[config.mk]
export PLATFORM = sky130hd
export DESIGN_NAME = pwm_output_fault_control
export DESIGN_NICKNAME = d
export VERILOG_FILES = /design/src/core/pwm_out_pkg.sv /design/src/core/source_select.sv /design/src/core/pwm_output_fault_control.sv
export VERILOG_INCLUDE_DIRS = /design/src /design/src/core
export SDC_FILE = /design/constraint.sdc
export NUM_CORES = 1
export LEC_CHECK = 0
export BUFFER_PORTS_ARGS = -buffer_cell sky130_fd_sc_hd__buf_4
export CAP_MARGIN = 20
export CORE_UTILIZATION = 55
export DETAILED_ROUTE_END_ITERATION = 8
export GPL_ROUTABILITY_DRIVEN = 0
export GPL_TIMING_DRIVEN = 1
export PLACE_DENSITY = 0.79
export SKIP_LAST_GASP = 1
export SYNTH_ARGS = -nofsm -noshare
export SYNTH_HDL_FRONTEND = slang
export SYNTH_SLANG_ARGS = --single-unit
[constraint.sdc]
create_clock -name clock_in -period 2.44 [get_ports clock_in]
set_input_delay 0.366 -clock clock_in [delete_from_list [all_inputs] [get_ports clock_in]]
set_output_delay 0.366 -clock clock_in [all_outputs]
set_load 0.005 [all_outputs]
[src/core/pwm_out_params.svh]
// register offsets, field positions, reset values and codes for the pwm output stage
`ifndef PWM_OUT_PARAMS_SVH
`define PWM_OUT_PARAMS_SVH
`define ADDR_OUTPUT_PIN_CONTROL 4'h0
`define ADDR_ADC_TRIGGER_COMPARE 4'h1
`define ADDR_FAULT_LIMIT_CONTROL 4'h2
`define ADDR_STAGE_CONTROL 4'h3
`define ADDR_STAGE_STATUS 4'h4
`define RST_OUTPUT_PIN_CONTROL 16'hC000
`define RST_ADC_TRIGGER_COMPARE 16'h0000
`define RST_FAULT_LIMIT_CONTROL 16'h00F8
`define RST_STAGE_CONTROL 16'h0000
`define BIT_HIGH_PIN_OWNER 15
`define BIT_LOW_PIN_OWNER 14
`define BIT_HIGH_PIN_INVERT 13
`define BIT_LOW_PIN_INVERT 12
`define MSB_PAIR_MODE 11
`define LSB_PAIR_MODE 10
`define BIT_HIGH_FORCE_ENABLE 9
`define BIT_LOW_FORCE_ENABLE 8
`define MSB_FORCE_VALUE 7
`define LSB_FORCE_VALUE 6
`define MSB_TRIP_VALUE 5
`define LSB_TRIP_VALUE 4
`define MSB_LIMIT_VALUE 3
`define LSB_LIMIT_VALUE 2
`define BIT_SWAP 1
`define BIT_FORCE_SYNC 0
`define MSB_LIMIT_SOURCE 14
`define LSB_LIMIT_SOURCE 10
`define BIT_LIMIT_INVERT 9
`define BIT_LIMIT_ENABLE 8
`define MSB_TRIP_SOURCE 7
`define LSB_TRIP_SOURCE 3
`define BIT_TRIP_INVERT 2
`define MSB_TRIP_MODE 1
`define LSB_TRIP_MODE 0
`define FCL_WRITE_MASK 16'h7FFF
`define BIT_CTRL_ENABLE 0
`define BIT_CTRL_CENTER 1
`define BIT_CTRL_UNLOCK 2
`define BIT_CTRL_TRIP_CLEAR 3
`define SRC_FAULT1 5'h00
`define SRC_FAULT4 5'h03
`define SRC_CMP1 5'h08
`define SRC_CMP4 5'h0B
`define SRC_FAULT32 5'h1F
`endif

[src/core/pwm_out_pkg.sv]
// types shared by the pwm output stage files
package pwm_out_pkg;
  typedef enum logic [1:0] {
    PAIR_COMPLEMENTARY = 2'h0,
    PAIR_REDUNDANT = 2'h1,
    PAIR_PUSH_PULL = 2'h2,
    PAIR_RESERVED = 2'h3
  } pair_mode_t;
  typedef enum logic [1:0] {
    TRIP_LATCHED = 2'h0,
    TRIP_CYCLE = 2'h1,
    TRIP_RSVD = 2'h2,
    TRIP_OFF = 2'h3
  } trip_mode_t;
  typedef enum logic [2:0] {
    TRIP_IDLE = 3'b001,
    TRIP_ACTIVE = 3'b010,
    TRIP_HOLD = 3'b100
  } trip_state_t;
  // high/low pair travelling together
  typedef struct packed {
    logic high;
    logic low;
  } pin_pair_t;
  // source inputs: fault pins 1..4, comparators 1..4, fault 32
  typedef struct packed {
    logic [3:0] fault;
    logic [3:0] cmp;
    logic fault32;
  } src_bus_t;
endpackage

[src/core/source_select.sv]
// decodes one five-bit source code onto the fault/comparator inputs with polarity
`timescale 1ns/1ps
`include "pwm_out_params.svh"
module source_select (
  input wire pwm_out_pkg::src_bus_t sources_in,
  input wire logic [4:0] code_in,
  input wire logic invert_in,
  output logic active_out
);
  wire logic is_fault;
  wire logic is_cmp;
  wire logic is_f32;
  wire logic raw;
  // reserved codes select nothing and read as inactive in either polarity
  assign is_fault = (code_in <= `SRC_FAULT4);
  assign is_cmp = (code_in >= `SRC_CMP1) && (code_in <= `SRC_CMP4);
  assign is_f32 = (code_in == `SRC_FAULT32);
  assign raw = is_fault ? sources_in.fault[code_in[1:0]] :
               is_cmp ? sources_in.cmp[code_in[1:0]] :
               is_f32 ? sources_in.fault32 : 1'b0;
  assign active_out = (is_fault | is_cmp | is_f32) & (raw ^ invert_in);
endmodule

[src/core/pwm_output_fault_control.sv]
// output stage of one pwm channel: pin mapping, override, fault and limit forcing
`timescale 1ns/1ps
`include "pwm_out_params.svh"
module pwm_output_fault_control (
  input wire logic clock_in,
  input wire logic reset_in,
  input wire logic enable_in,
  input wire logic [3:0] reg_addr_in,
  input wire logic [15:0] reg_wdata_in,
  input wire logic reg_write_in,
  input wire logic reg_read_in,
  output logic [15:0] reg_rdata_out,
  input wire logic write_lock_config_in,
  input wire logic pwm_raw_in,
  input wire logic [15:0] time_base_in,
  input wire logic [15:0] phase_shift_value_in,
  input wire logic period_boundary_in,
  input wire pwm_out_pkg::src_bus_t sources_in,
  input wire logic [1:0] gpio_data_in,
  output pwm_out_pkg::pin_pair_t pins_out,
  output logic [1:0] pin_owner_out,
  output logic adc_trigger_out
);
  logic [15:0] pin_ctrl_r;
  logic [15:0] adc_cmp_r;
  logic [15:0] fcl_r;
  logic [1:0] stage_ctrl_r;
  logic unlocked_r;
  logic [1:0] force_applied_r;
  pwm_out_pkg::trip_state_t trip_state_r;
  pwm_out_pkg::trip_state_t trip_state_nxt;
  pwm_out_pkg::src_bus_t src_s1_r;
  pwm_out_pkg::src_bus_t src_s2_r;
  pwm_out_pkg::pin_pair_t pins_r;
  logic [15:0] rdata_r;
  logic trig_r;
  wire logic wr_pin;
  wire logic wr_cmp;
  wire logic wr_fcl;
  wire logic wr_ctrl;
  wire logic pin_write_ok;
  wire logic trip_clear;
  wire logic module_global_enable;
  wire logic center_aligned;
  wire logic force_sync;
  wire logic sync_point;
  wire logic limit_raw;
  wire logic trip_raw;
  wire logic limit_active;
  wire logic trip_active;
  wire pwm_out_pkg::pair_mode_t pair_output_mode;
  wire pwm_out_pkg::trip_mode_t trip_mode;
  wire pwm_out_pkg::pin_pair_t gen_pair;
  wire pwm_out_pkg::pin_pair_t mapped_pair;
  wire pwm_out_pkg::pin_pair_t final_pair;
  wire logic [1:0] force_enable;
  wire logic [1:0] force_value;
  wire logic [1:0] trip_value;
  wire logic [1:0] limit_value;
  logic [15:0] rdata_nxt;

  // named decode wires for bus actions, fault/limit fields and per-pin vectors
  wire logic pin_write_take;
  wire logic ctrl_unlock;
  wire logic [4:0] limit_source_select;
  wire logic [4:0] trip_source_select;
  wire logic limit_input_invert;
  wire logic trip_input_invert;
  wire logic limit_enable;
  wire logic trip_armed;
  wire logic trip_disabled;
  wire logic cycle_release;
  wire logic latch_release;
  wire logic force_update;
  wire logic adc_match;
  wire logic swap_sel;
  wire logic [1:0] pin_owner;
  wire logic [1:0] pin_invert;
  wire logic [1:0] mapped_vec;
  wire logic [1:0] forced_vec;
  wire logic [1:0] final_vec;
  wire logic [15:0] status_word;
  genvar pin_idx;

  // register decode
  assign wr_pin = reg_write_in && (reg_addr_in == `ADDR_OUTPUT_PIN_CONTROL);
  assign wr_cmp = reg_write_in && (reg_addr_in == `ADDR_ADC_TRIGGER_COMPARE);
  assign wr_fcl = reg_write_in && (reg_addr_in == `ADDR_FAULT_LIMIT_CONTROL);
  assign wr_ctrl = reg_write_in && (reg_addr_in == `ADDR_STAGE_CONTROL);
  // lock applies to the pin control register only; unlock is consumed by one write
  assign pin_write_ok = !write_lock_config_in || unlocked_r;
  assign trip_clear = wr_ctrl && reg_wdata_in[`BIT_CTRL_TRIP_CLEAR];
  // unlock is armed by a control write and spent by the next pin control write
  assign ctrl_unlock = wr_ctrl && reg_wdata_in[`BIT_CTRL_UNLOCK];
  assign pin_write_take = wr_pin && pin_write_ok;
  assign module_global_enable = stage_ctrl_r[`BIT_CTRL_ENABLE];
  assign center_aligned = stage_ctrl_r[`BIT_CTRL_CENTER];

  // field views
  assign pair_output_mode =
    pwm_out_pkg::pair_mode_t'(pin_ctrl_r[`MSB_PAIR_MODE:`LSB_PAIR_MODE]);
  assign trip_mode = pwm_out_pkg::trip_mode_t'(fcl_r[`MSB_TRIP_MODE:`LSB_TRIP_MODE]);
  assign force_enable = {pin_ctrl_r[`BIT_HIGH_FORCE_ENABLE], pin_ctrl_r[`BIT_LOW_FORCE_ENABLE]};
  assign force_value = pin_ctrl_r[`MSB_FORCE_VALUE:`LSB_FORCE_VALUE];
  assign trip_value = pin_ctrl_r[`MSB_TRIP_VALUE:`LSB_TRIP_VALUE];
  assign limit_value = pin_ctrl_r[`MSB_LIMIT_VALUE:`LSB_LIMIT_VALUE];
  assign force_sync = pin_ctrl_r[`BIT_FORCE_SYNC];
  assign swap_sel = pin_ctrl_r[`BIT_SWAP];
  assign pin_owner = {pin_ctrl_r[`BIT_HIGH_PIN_OWNER], pin_ctrl_r[`BIT_LOW_PIN_OWNER]};
  assign pin_invert = {pin_ctrl_r[`BIT_HIGH_PIN_INVERT], pin_ctrl_r[`BIT_LOW_PIN_INVERT]};

  // fault/limit field views; polarity is only safe to change while stopped
  assign limit_source_select = fcl_r[`MSB_LIMIT_SOURCE:`LSB_LIMIT_SOURCE];
  assign trip_source_select = fcl_r[`MSB_TRIP_SOURCE:`LSB_TRIP_SOURCE];
  assign limit_input_invert = fcl_r[`BIT_LIMIT_INVERT];
  assign trip_input_invert = fcl_r[`BIT_TRIP_INVERT];
  assign limit_enable = fcl_r[`BIT_LIMIT_ENABLE];

  // register writes; trip source resets to fault 32, limit source to fault 1
  always_ff @(posedge clock_in)
  begin
    if (reset_in)
    begin
      pin_ctrl_r <= `RST_OUTPUT_PIN_CONTROL;
      adc_cmp_r <= `RST_ADC_TRIGGER_COMPARE;
      fcl_r <= `RST_FAULT_LIMIT_CONTROL;
      stage_ctrl_r <= 2'(`RST_STAGE_CONTROL);
      unlocked_r <= 1'b0;
    end
    else if (enable_in)
    begin
      if (pin_write_take)
        pin_ctrl_r <= reg_wdata_in;
      if (wr_cmp)
        adc_cmp_r <= reg_wdata_in;
      if (wr_fcl)
        fcl_r <= reg_wdata_in & `FCL_WRITE_MASK;
      if (wr_ctrl)
        stage_ctrl_r <= reg_wdata_in[1:0];
      if (ctrl_unlock)
        unlocked_r <= 1'b1;
      else if (wr_pin)
        unlocked_r <= 1'b0;
    end
  end

  // two-flop synchroniser on the asynchronous fault and comparator inputs
  always_ff @(posedge clock_in)
  begin
    if (reset_in)
    begin
      src_s1_r <= '0;
      src_s2_r <= '0;
    end
    else if (enable_in)
    begin
      src_s1_r <= sources_in;
      src_s2_r <= src_s1_r;
    end
  end

  source_select limit_sel (
    .sources_in(src_s2_r),
    .code_in(limit_source_select),
    .invert_in(limit_input_invert),
    .active_out(limit_raw)
  );
  source_select trip_sel (
    .sources_in(src_s2_r),
    .code_in(trip_source_select),
    .invert_in(trip_input_invert),
    .active_out(trip_raw)
  );

  // limit forcing only when enabled, no latching
  assign limit_active = limit_raw && limit_enable;

  // trip mode decode kept apart so the state machine reads as plain conditions
  assign trip_armed = (trip_mode == pwm_out_pkg::TRIP_LATCHED) ||
                      (trip_mode == pwm_out_pkg::TRIP_CYCLE);
  assign trip_disabled = !trip_armed; // reserved code behaves as off
  assign cycle_release = (trip_mode == pwm_out_pkg::TRIP_CYCLE) && period_boundary_in;
  assign latch_release = (trip_mode == pwm_out_pkg::TRIP_LATCHED) && trip_clear;

  // trip state: active while the input is asserted, then hold until release condition
  always_comb
  begin
    trip_state_nxt = trip_state_r;
    case (trip_state_r)
      pwm_out_pkg::TRIP_IDLE:
        if (trip_raw && trip_armed)
          trip_state_nxt = pwm_out_pkg::TRIP_ACTIVE;
      pwm_out_pkg::TRIP_ACTIVE:
        if (trip_disabled)
          trip_state_nxt = pwm_out_pkg::TRIP_IDLE;
        else if (!trip_raw)
          trip_state_nxt = pwm_out_pkg::TRIP_HOLD;
      pwm_out_pkg::TRIP_HOLD:
        if (trip_raw)
          trip_state_nxt = pwm_out_pkg::TRIP_ACTIVE; // new event beats a clear
        else if (trip_disabled)
          trip_state_nxt = pwm_out_pkg::TRIP_IDLE;
        else if (cycle_release)
          trip_state_nxt = pwm_out_pkg::TRIP_IDLE;
        else if (latch_release)
          trip_state_nxt = pwm_out_pkg::TRIP_IDLE;
      default:
        trip_state_nxt = pwm_out_pkg::TRIP_IDLE;
    endcase
  end

  always_ff @(posedge clock_in)
  begin
    if (reset_in)
      trip_state_r <= pwm_out_pkg::TRIP_IDLE;
    else if (enable_in)
      trip_state_r <= trip_state_nxt;
  end

  assign trip_active = (trip_state_r != pwm_out_pkg::TRIP_IDLE);

  // override sync point: zero in edge mode, phase match in center mode
  assign sync_point = center_aligned ? (time_base_in == phase_shift_value_in)
                                     : (time_base_in == 16'h0000);

  // a synced update waits up to a full period; the price of glitch-free overrides
  assign force_update = !force_sync || sync_point;

  // applied override data: immediate when unsynchronised, else at the sync point
  always_ff @(posedge clock_in)
  begin
    if (reset_in)
      force_applied_r <= 2'h0;
    else if (enable_in && force_update)
      force_applied_r <= force_value;
  end

  // pair mode: push-pull steering is left to the generator's alternate-cycle raw input
  assign gen_pair.high = (pair_output_mode == pwm_out_pkg::PAIR_RESERVED) ? 1'b0 : pwm_raw_in;
  assign gen_pair.low = (pair_output_mode == pwm_out_pkg::PAIR_COMPLEMENTARY) ? !pwm_raw_in :
                        (pair_output_mode == pwm_out_pkg::PAIR_REDUNDANT) ? pwm_raw_in :
                        (pair_output_mode == pwm_out_pkg::PAIR_PUSH_PULL) ? !pwm_raw_in :
                        1'b0;

  // swap happens before forcing so force data always names the physical pin
  assign mapped_pair.high = swap_sel ? gen_pair.low : gen_pair.high;
  assign mapped_pair.low = swap_sel ? gen_pair.high : gen_pair.low;
  assign mapped_vec = {mapped_pair.high, mapped_pair.low};

  // per pin: fault, then limit, then override, then polarity and ownership; 1 is high
  generate
    for (pin_idx = 0; pin_idx < 2; pin_idx = pin_idx + 1)
    begin : g_pin
      assign forced_vec[pin_idx] = trip_active ? trip_value[pin_idx] :
                                   limit_active ? limit_value[pin_idx] :
                                   force_enable[pin_idx] ? force_applied_r[pin_idx] :
                                   mapped_vec[pin_idx];
      assign final_vec[pin_idx] = pin_owner[pin_idx] ?
                                  (forced_vec[pin_idx] ^ pin_invert[pin_idx]) :
                                  gpio_data_in[pin_idx];
    end
  endgenerate
  assign final_pair = pwm_out_pkg::pin_pair_t'(final_vec);

  // trigger compare; only meaningful while the local time base runs
  assign adc_match = module_global_enable && (time_base_in == adc_cmp_r);

  // outputs registered so the power stage never sees decode glitches
  always_ff @(posedge clock_in)
  begin
    if (reset_in)
    begin
      pins_r <= '0;
      trig_r <= 1'b0;
    end
    else if (enable_in)
    begin
      pins_r <= final_pair;
      trig_r <= adc_match;
    end
  end

  // status word: limit, trip and the override value the pins really use
  assign status_word = {12'h0000, limit_active, trip_active, force_applied_r};

  // read mux; unmapped addresses read zero
  always_comb
  begin
    rdata_nxt = 16'h0000;
    case (reg_addr_in)
      `ADDR_OUTPUT_PIN_CONTROL: rdata_nxt = pin_ctrl_r;
      `ADDR_ADC_TRIGGER_COMPARE: rdata_nxt = adc_cmp_r;
      `ADDR_FAULT_LIMIT_CONTROL: rdata_nxt = fcl_r;
      `ADDR_STAGE_CONTROL: rdata_nxt = {13'h0000, unlocked_r, stage_ctrl_r};
      `ADDR_STAGE_STATUS: rdata_nxt = status_word;
      default: rdata_nxt = 16'h0000;
    endcase
  end

  always_ff @(posedge clock_in)
  begin
    if (reset_in)
      rdata_r <= 16'h0000;
    else if (enable_in && reg_read_in)
      rdata_r <= rdata_nxt;
  end

  assign reg_rdata_out = rdata_r;
  assign pins_out = pins_r;
  assign pin_owner_out = pin_owner;
  assign adc_trigger_out = trig_r;
endmodule

Word-level counts from Yosys, hierarchy flattened:

Index checks and enable logic that the tools add are counted.

* word-level logic and storage cells: 127
* input port bits: 71
* output and inout bits: 21
* register bits: 92

* muxes and demuxes: 40
* bitwise operators: 10
* reductions and logical operators: 33
* equal/unequal tests: 19
* order comparisons: 8

Operators with widths (count)
* one-hot mux 16 bit (5 select lines): 1
* == test 16 bit: 2
* 2-to-1 mux 1 bit: 27
* 2-to-1 mux 3 bit: 7
* logical AND 1 bit: 16
* logical NOT 16 bit: 1
* == test 5 bit (second input constant): 2
* greater-or-equal comparator 5 x 4 -> 1 bit (second input constant): 2
* less-or-equal comparator 5 x 2 -> 1 bit (second input constant): 2
* less-or-equal comparator 5 x 4 -> 1 bit (second input constant): 2
* AND reduction 2 bit: 5
* one-hot mux 3 bit (3 select lines): 1
* binary-select mux 1 bit (select 2 bit): 4
* == test 4 x 2 -> 1 bit (second input constant): 2
* less-than comparator 2 x 3 -> 1 bit (second input constant): 2
* inequality test 5 bit (second input constant): 1
* == test 2 x 1 -> 1 bit (second input constant): 2
* == test 2 bit (second input constant): 2
* == test 4 x 1 -> 1 bit (second input constant): 1
* == test 4 x 3 -> 1 bit (second input constant): 1
* logical NOT 2 bit: 2
* logical NOT 4 bit: 1
* bitwise OR 1 bit: 4
* AND reduction 4 bit: 1
* 11 further kinds: 19

Longest topological paths before layout:

Gate-level depths: netlist of run 1.

* word-level depth: 11
* gate-level depth with buffers: 7
* mapped depth without buffers: 6

By module:

From an unflattened synthesis of run 1, not the netlist that was laid out.

* cells, all modules: 499
* area total of the unflattened synthesis: 4429.2 µm²

By module, submodules not included
* pwm_output_fault_control: instances 1, area an instance 4229.1 µm², cells each 483
* source_select: instances 2, area an instance 100.1 µm², cells each 8

Worst setup path after synthesis of run 1:

OpenSTA, ideal clock, no wires.

* kind: reg-to-reg
* from: register fcl_r[3]
* to: register trip_state_r[1]
* clock period less this slack: 2.172 ns
* cell stages (with the launch flop): 7
* buffers on the path: 1
* slack: 0.268 ns
* data required time: 2.319 ns
* setup time: 0.121 ns
* arrival: 2.051 ns
* path through: dfxtp_1 > buf_6 > mux4_2 > o2111a_2 > mux2_4 > o2111ai_4 > mux2_4

* word-level cells in the longest chain between the ends: 9

Ends and longest elaborated chain
* start, declared: RTL line pwm_output_fault_control.sv:26 `logic [15:0] fcl_r;`
* start signal, assigned: RTL line pwm_output_fault_control.sv:126 `` fcl_r <= `RST_FAULT_LIMIT_CONTROL; ``
* start signal, assigned: RTL line pwm_output_fault_control.sv:137 `` fcl_r <= reg_wdata_in & `FCL_WRITE_MASK; ``
* greater-or-equal comparator 5 x 4 -> 1 bit (no line) (tied with other cells)
* logical AND 1 bit (tied with other cells): RTL line source_select.sv:16 `` assign is_cmp = (code_in >= `SRC_CMP1) && (code_in <= `SRC_CMP4); ``
* 2-to-1 mux 1 bit: RTL line source_select.sv:19 `is_cmp ? sources_in.cmp[code_in[1:0]] :`
* 2-to-1 mux 1 bit: RTL line source_select.sv:18 `assign raw = is_fault ? sources_in.fault[code_in[1:0]] :`
* bitwise XOR 1 bit: RTL line source_select.sv:21 `assign active_out = (is_fault | is_cmp | is_f32) & (raw ^ invert_in);`
* bitwise AND 1 bit (*): RTL line source_select.sv:21
* logical AND 1 bit: RTL line pwm_output_fault_control.sv:191 `if (trip_raw && trip_armed)`
* inequality test 2 bit (no line)
* AND reduction 4 bit (no line)
* end signal, assigned: RTL line pwm_output_fault_control.sv:215 `trip_state_r <= pwm_out_pkg::TRIP_IDLE;`
* end signal, assigned: RTL line pwm_output_fault_control.sv:217 `trip_state_r <= trip_state_nxt;`
* end, declared: RTL line pwm_output_fault_control.sv:30 `pwm_out_pkg::trip_state_t trip_state_r;`

Every way passes the cells marked *; elsewhere a longest branch is shown, timed or not. The select of a mux whose other input is x is not followed.
A chain may end at the register's enable or synchronous reset.

Worst setup path in the final report of run 1:

* from: register fcl_r[10]
* to: register pins_r, in the netlist pins_out[1]

* word-level cells in the longest chain between the ends: 11

Ends and longest elaborated chain
* greater-or-equal comparator 5 x 4 -> 1 bit (no line) (tied with other cells)
* logical AND 1 bit (tied with other cells): RTL line source_select.sv:16
* 2-to-1 mux 1 bit: RTL line source_select.sv:19
* 2-to-1 mux 1 bit: RTL line source_select.sv:18
* bitwise XOR 1 bit: RTL line source_select.sv:21
* bitwise AND 1 bit (*): RTL line source_select.sv:21
* logical AND 1 bit (*): RTL line pwm_output_fault_control.sv:176 `assign limit_active = limit_raw && limit_enable;`
* 2-to-1 mux 1 bit (*): RTL line pwm_output_fault_control.sv:255 `limit_active ? limit_value[pin_idx] :`
* 2-to-1 mux 1 bit (*): RTL line pwm_output_fault_control.sv:254 `assign forced_vec[pin_idx] = trip_active ? trip_value[pin_idx] :`
* bitwise XOR 1 bit (*): RTL line pwm_output_fault_control.sv:259 `(forced_vec[pin_idx] ^ pin_invert[pin_idx]) :`
* 2-to-1 mux 1 bit (*): RTL line pwm_output_fault_control.sv:258 `assign final_vec[pin_idx] = pin_owner[pin_idx] ?`
* end signal, assigned: RTL line pwm_output_fault_control.sv:278 `pins_r <= final_pair;`
* end, declared: RTL line pwm_output_fault_control.sv:34 `pwm_out_pkg::pin_pair_t pins_r;`

Marked as above.

==> results.sh, run 1 <==
export IMPL_length_in_cells_of_the_worst_reg_to_reg_path=6
export IMPL_reg2reg_setup_slack_ns=0.18
export IMPL_final_nets=686
export IMPL_setup_viol_count_final=0
export IMPL_tritoncts="built"
export IMPL_power_frac_comb_pct=13.8
export IMPL_critical_path_cell_chain="mux4_2 -> a21oi_1 -> a31oi_1 -> mux2_2 -> a21boi_0 -> a2111oi_0"
export IMPL_result_of_the_run="complete, no violations"
export IMPL_cts_inserted_buffers=9
export IMPL_htreeDepth=3
export IMPL_post_cts_setup_buffer_count=0
export IMPL_drt_first_pass_iters=7
export IMPL_synthesis_nets=601
export IMPL_layout_area_seq_um2=1840
export IMPL_overflow=0
export IMPL_power_switching_fraction_pct=25.5
export IMPL_p_sw_mw=0.836
export IMPL_p_per_area_nw_per_um2=588
export IMPL_n_fill_cell=623
export IMPL_number_of_enable_type_register_cells_in_the_synthesized_netlist=0
export IMPL_drt_initial_drc_count=439
export IMPL_place_port_buffers=91
export IMPL_synth_yosys_seq_area_share_pct=40.3
export IMPL_synth_compound_area_share_pct=15.7
export IMPL_top_post_synthesis_cells_by_count="92 x dfxtp_1, 74 x nor2_1, 73 x nand2_1, 56 x a21oi_1, 39 x mux2i_1"
export IMPL_clk_root_buffer_cell="clkbuf_8"
export IMPL_finalHoldViolations=0
export IMPL_yosys_warnings=0
export IMPL_pin_count=92
export IMPL_grt_max_degree=57
export IMPL_syn_cell_area_um2=4570
export IMPL_power_frac_seq_pct=47.8
export IMPL_clk_pin_slew_worst_paths_ns=0.10
export IMPL_fin_setup_tns_ns=0
export IMPL_clkPwrFrac_pct=38.4
export IMPL_clkLatencyLatePin_ns=0.37
export IMPL_area_growth_synth_to_final_pct=21.9
export IMPL_required_arrival_time_at_the_worst_endpoint_ns=2.65
export IMPL_synth_top_cell_area_share_pct=40.3
export IMPL_layout_min_cycle_time_ns=2.26
export IMPL_yosys_area_share_adder_pct=0
export IMPL_synth_largest_area_cell="dfxtp_1"
export IMPL_avgSynthCellArea_um2=8.62
export IMPL_timing_final_crit_share_pct=92.6
export IMPL_final_cell_count_no_fill=722
export IMPL_type_of_the_tightest_min_delay_check="in -> reg"
export IMPL_min_delay_start="sources_in[4]"
export IMPL_synth_mux_area_share_pct=11.3
export IMPL_worst_slew_pin_transition_ns=0.651
export IMPL_synth_async_sr_flop_share_pct=0
export IMPL_number_of_antenna_violations_at_the_first_check_in_global_routing=0
export IMPL_synth_ff_type="dfxtp_1"
export IMPL_max_cap_violations=0
export IMPL_r2r_start="fcl_r[10]$_SDFFE_PP0P_"
export IMPL_num_rows=32
export IMPL_critical_path_slowest_cell="mux4_2"
export IMPL_vias_per_cell=6.20
export IMPL_dp_cells=706
export IMPL_via_count_of_the_first_global_routing_pass=4366
export IMPL_cts_hold_buffers_added=0
export IMPL_route_antenna_remaining_nets=0
export IMPL_max_slew_margin_rel_pct=56.6
export IMPL_cts_sinks=92
export IMPL_routed_wl_um=13500
export IMPL_global_route_wire_length_before_repair_um=21500
export IMPL_slew_violations=0
export IMPL_routed_wire_length_per_instance_um=18.7
export IMPL_detailroute_via_count=4474
export IMPL_p_leak_nw=2.15
export IMPL_drc=0
export IMPL_rsz0062_at_grt="false"
export IMPL_multi_input_area_um2=2550
export IMPL_worstSetupPathType="reg -> reg"
export IMPL_diodes=0
export IMPL_die_w_um=93.2
export IMPL_effective_utilization_at_floorplan_pct=57.9
export IMPL_cts_resized_gates=0
export IMPL_yosys_cell_types_count=52
export IMPL_worst_setup_path_end_kind="register"
export IMPL_startpoint_type="register"
export IMPL_post_synth_and_or_nand_nor_area_fraction_pct=22.4
export IMPL_largest_family_of_logic_cells_by_synthesized_area="simple AND/OR/NAND/NOR gates"
export IMPL_netlist_instances=530
export IMPL_final_layout_size_suffix_gt1_share_pct=23.2
export IMPL_timing_rr_end="pins_out[1]$_SDFFE_PP0P_"
export IMPL_chipHeight_um=93.2
export IMPL_cellInternalPower_mw=2.44
export IMPL_coreArea_um2=7890
export IMPL_family_with_the_most_delay_on_the_worst_path="multiplexers"
export IMPL_yosys_cell_count_top_type="dfxtp_1"
export IMPL_fmaxAchievable_mhz=443
export IMPL_finalClockSkew_ns=0.0139
export IMPL_irDropWorstVdd_mv=0.359
export IMPL_dpl_hpwl_um=9620
export IMPL_synth_top_cells_by_area="dfxtp_1 40%, mux2i_1 8.5%, a21oi_1 6.1%, nor2_1 6.1%, nand2_1 6.0%"
export IMPL_buffer_levels_on_the_longest_clock_path=2
export IMPL_cp_data_arrival_time_ns=2.47
export IMPL_timing_hold_worst_path_depth=3
export IMPL_track_usage_pct=32.1
export IMPL_die_area_um2=8680
export IMPL_critPathBufInv=0
export IMPL_critical_path_max_fanout=5
export IMPL_crit_path_max_incr_delay_ns=0.54
export IMPL_xor_xnor_portion_of_the_synthesized_cell_area_pct=6.52
export IMPL_ys_seq_elements=92
export IMPL_hold_path_end="src_s1_r[4]$_SDFFE_PP0P_"
-- power groups by stage --
| stage | Clock, mW | Sequential [mW] | Combinational [mW] |
|---|---|---|---|
| 2_1_floorplan | 0 | 1.59 | 0.257 |
| 3_5_place_dp | 0 | 1.60 | 0.438 |
| 4_1_cts | 1.26 | 1.57 | 0.446 |
| 6_report | 1.26 | 1.57 | 0.452 |
| 5_1_grt | 1.32 | 1.57 | 0.482 |
| 3_3_place_gp | 0 | 1.60 | 0.425 |
-- layout by cell type (no fill, tap or decap), types with 3 or more instances in the layout --
cell / instances
buf_4: 105
dfxtp_1: 92
nor2_1: 74
nand2_1: 73
a21oi_1: 56
mux2i_1: 39
xnor2_1: 23
a222oi_1: 15
nand3_1: 12
xor2_1: 11
clkbuf_8: 9
and3_1: 7
nor4_1: 7
o21ai_0: 7
nand3b_1: 7
nor2b_1: 6
nand4_1: 6
a22oi_1: 6
inv_1: 5
nor3_1: 5
a31oi_1: 4
a31o_2: 3
mux4_2: 3
mux2_4: 3
a2111oi_0: 3
a21boi_0: 3
bufinv_16: 3
-- layout make-up --
class,instances,area share [%]
repair buffers,105,14.1
flip-flops and latches,92,33.0
well taps,102,2.29
clock buffers,9,2.22
multi-input cells,402,45.8
inverters,5,0.337
clock inverters,7,2.16
-- tightest hold or removal path, delay by kind of cell --
kind | cells | cell delay [ns]
muxes | 1 | 0.05
buffers and inverters | 1 | 0.07
and+or+nand+nor | 1 | 0.07
-- cell families (layout without fill, tap and decap cells) --
kind of cell / after synthesis / after routing
flops: 92 / 92
simple gates: 215 / 215
compound gates: 107 / 107
mux: 46 / 46
xor+xnor: 34 / 34
buf+inv: 36 / 126
-- registers in the layout, indices dropped and copies added (netlist names) --
| signal | flops |
|---|---|
| trip_state_r | 3 |
| adc_trigger_out | 1 |
| pins_out | 2 |
| fcl_r | 15 |
| unlocked_r | 1 |
| stage_ctrl_r | 2 |
| force_applied_r | 2 |
| reg_rdata_out | 16 |
| pin_ctrl_r | 16 |
| src_s1_r | 9 |
| src_s2_r | 9 |
| adc_cmp_r | 16 |
-- through the flow --
stage                     worst slack [ns]  cell area [µm²]  utilization, %  hold WS, ns  total power, mW
after global placement               0.308             5330            67.6        0.467             2.02
after global routing                0.0671             5570            70.7        0.235             3.38
after floorplan                      0.268             4570               -        0.449             1.85
after detailed placement             0.256             5330            67.6        0.468             2.04
after CTS                            0.168             5570            70.7        0.227             3.27
final                                0.182             5570            70.7        0.226             3.28
-- worst max-delay path by stage --
stage / startpoint / endpoint / slack [ns] / cells after the start
3_5_place_dp: fcl_r[3]$_SDFFE_PP1P_ / trip_state_r[2]$_SDFFE_PP0P_ / 0.26 / 5
6_report: fcl_r[10]$_SDFFE_PP0P_ / pins_out[1]$_SDFFE_PP0P_ / 0.18 / 6
4_1_cts: fcl_r[10]$_SDFFE_PP0P_ / pins_out[1]$_SDFFE_PP0P_ / 0.17 / 6
5_1_grt: fcl_r[10]$_SDFFE_PP0P_ / pins_out[1]$_SDFFE_PP0P_ / 0.07 / 6
2_1_floorplan: fcl_r[3]$_SDFFE_PP1P_ / trip_state_r[1]$_SDFFE_PP0P_ / 0.27 / 6
3_3_place_gp: fcl_r[3]$_SDFFE_PP1P_ / trip_state_r[1]$_SDFFE_PP0P_ / 0.31 / 5
-- layer usage --
| metal | wire [µm] | up-vias | track usage, % |
|---|---|---|---|
| li1 | - | 2053 | - |
| met1 | 5440 | 2108 | 40.0 |
| met2 | 6410 | 262 | 54.0 |
| met3 | 1230 | 51 | 6.34 |
| met4 | 384 | 0 | 13.5 |
| met5 | 0 | - | 0 |
(Power assumes the default switching activity.)
==> run 2: changes to the inputs <==
--- a/config.mk
+++ b/config.mk
@@ -6,6 +6,7 @@
 export SDC_FILE = /design/constraint.sdc
 export NUM_CORES = 1
 export LEC_CHECK = 0
+export ABC_AREA = 0
 export BUFFER_PORTS_ARGS = -buffer_cell sky130_fd_sc_hd__buf_4
 export CAP_MARGIN = 20
 export CORE_UTILIZATION = 55
@@ -13,6 +14,7 @@
 export GPL_ROUTABILITY_DRIVEN = 0
 export GPL_TIMING_DRIVEN = 1
 export PLACE_DENSITY = 0.79
+export RECOVER_POWER = 50
 export SKIP_LAST_GASP = 1
 export SYNTH_ARGS = -nofsm -noshare
 export SYNTH_HDL_FRONTEND = slang
==> run 2 against run 1 <==
Net effect: cell area shrank 0.74%; register-to-register slack is essentially flat; combinational power shrank 2%; core utilization shrank 0.52 points; final cell count is the same; critical path type unchanged; largest cell class unchanged; highest routed layer unchanged.
==> results.sh, run 2 (synthesis results as in run 1) <==
export IMPL_layout_min_cycle_time_ns=2.27
export IMPL_track_usage_pct=32.1
export IMPL_chipHeight_um=93.2
export IMPL_routed_wl_um=13400
export IMPL_cp_data_arrival_time_ns=2.47
export IMPL_timing_critical_path_from="fcl_r[10]$_SDFFE_PP0P_"
export IMPL_mostFrequentLayoutCells="92 x dfxtp_1, 79 x buf_4, 74 x nor2_1"
export IMPL_clk_root_buffer_cell="clkbuf_8"
export IMPL_timing_hold_worst_path_depth=3
export IMPL_via_count_of_the_first_global_routing_pass=4366
export IMPL_pin_count=92
export IMPL_tritoncts="built"
export IMPL_timing_final_crit_share_pct=93.0
export IMPL_min_delay_start="sources_in[4]"
export IMPL_max_slew_margin_rel_pct=25.1
export IMPL_die_w_um=93.2
export IMPL_hold_path_end="src_s1_r[4]$_SDFFE_PP0P_"
export IMPL_type_of_the_tightest_min_delay_check="in -> reg"
export IMPL_p_leak_nw=2.13
export IMPL_num_rows=32
export IMPL_length_in_cells_of_the_worst_reg_to_reg_path=6
export IMPL_cts_inserted_buffers=9
export IMPL_drt_first_pass_iters=8
export IMPL_coreArea_um2=7890
export IMPL_number_of_antenna_violations_at_the_first_check_in_global_routing=0
export IMPL_slew_violations=0
export IMPL_dpl_hpwl_um=9620
export IMPL_detailroute_via_count=4448
export IMPL_global_route_wire_length_before_repair_um=21500
export IMPL_worst_setup_path_end_kind="register"
export IMPL_fin_setup_tns_ns=0
export IMPL_grt_max_degree=57
export IMPL_final_cell_area_um2=5530
export IMPL_htreeDepth=3
export IMPL_rsz0062_at_grt="false"
export IMPL_reg2reg_setup_slack_ns=0.17
export IMPL_postLayoutCoreUtil_pct=70.1
export IMPL_place_port_buffers=91
export IMPL_worstSetupPathType="reg -> reg"
export IMPL_post_cts_setup_buffer_count=0
export IMPL_die_area_um2=8680
export IMPL_final_nets=686
export IMPL_required_arrival_time_at_the_worst_endpoint_ns=2.65
export IMPL_layout_cells_most_common="dfxtp_1"
export IMPL_dp_cells=706
export IMPL_final_layout_size_suffix_gt1_share_pct=22.1
export IMPL_finalClockSkew_ns=0.0157
export IMPL_irDropWorstVdd_mv=0.357
export IMPL_route_antenna_remaining_nets=0
export IMPL_startpoint_type="register"
export IMPL_buffer_levels_on_the_longest_clock_path=2
export IMPL_cts_resized_gates=0
export IMPL_final_cell_count_no_fill=722
export IMPL_drc=0
export IMPL_overflow=0
export IMPL_clkLatencyLatePin_ns=0.37
export IMPL_timing_rr_end="pins_out[1]$_SDFFE_PP0P_"
export IMPL_vias_per_cell=6.16
export IMPL_p_per_area_nw_per_um2=591
export IMPL_diodes=0
export IMPL_finalHoldViolations=0
export IMPL_max_cap_violations=0
export IMPL_worst_slew_pin_transition_ns=1.12
export IMPL_dpl_cell_area_um2=5330
export IMPL_clk_pin_slew_worst_paths_ns=0.10
export IMPL_cts_hold_buffers_added=0
export IMPL_drt_initial_drc_count=439
export IMPL_cts_sinks=92
export IMPL_critical_path_max_fanout=5
export IMPL_result_of_the_run="complete, no violations"
export IMPL_effective_utilization_at_floorplan_pct=57.9
export IMPL_routed_wire_length_per_instance_um=18.6
export IMPL_fmaxAchievable_mhz=441
export IMPL_r2r_start="fcl_r[10]$_SDFFE_PP0P_"
export IMPL_setup_viol_count_final=0
export IMPL_area_growth_synth_to_final_pct=21.0
[run 2: changes by cell type in the layout (fill, tap and decap cells not counted), moves of 2 or more]
cell and delta:
clkbuf_2 +2, buf_4 -26, clkbuf_1 +4, clkbuf_4 +20
[run 2: worst max path at each step]
stage          slack [ns]                           end  depth (start not counted)
3_3_place_gp         0.31  trip_state_r[1]$_SDFFE_PP0P_                          5
5_1_grt              0.06      pins_out[1]$_SDFFE_PP0P_                          6
2_1_floorplan        0.27  trip_state_r[1]$_SDFFE_PP0P_                          6
3_5_place_dp         0.26  trip_state_r[2]$_SDFFE_PP0P_                          5
4_1_cts              0.17      pins_out[1]$_SDFFE_PP0P_                          6
6_report             0.17      pins_out[1]$_SDFFE_PP0P_                          6
[run 2: layout make-up]
type / count / area [µm²]
Timing Repair Buffer: 105 / 768
Fill cell: 632 / 2360
Tap cell: 102 / 128
Clock inverter: 7 / 120
Clock buffer: 9 / 124
Sequential cell: 92 / 1840
Multi-Input combinational cell: 402 / 2530
Inverter: 5 / 18.8
[run 2: metrics by stage]
stage | setup slack [ns] | hold WS, ns | power, mW
floorplan | 0.268 | 0.449 | 1.85
global placement | 0.308 | 0.467 | 2.02
detailed placement | 0.256 | 0.468 | 2.04
CTS | 0.168 | 0.227 | 3.27
global route | 0.0617 | 0.235 | 3.37
finish | 0.172 | 0.228 | 3.27
[run 2: worst max-delay path, stage by stage, from the launching register on]
cell and delay (ns):
dfxtp_1 0.47, mux4_2 0.54, a21oi_1 0.16, a31oi_1 0.06, mux2_2 0.34, a21boi_0 0.15
a2111oi_0 0.40
[run 2: power by group]
part | internal (mW) | leakage (nW) | switching [mW]
sequential | 1.53 | 0.745 | 0.0325
combinational | 0.218 | 1.26 | 0.227
clock | 0.686 | 0.120 | 0.572
[run 2: metal layers]
metal  vias up  part of all wire, %  global-route usage, %
met5         -                    0                      0
met4         0                  3.1                   13.5
met3        53                  9.3                   6.34
met2       266                   48                   54.0
met1      2077                   40                   40.0
li1       2052                    -                      -
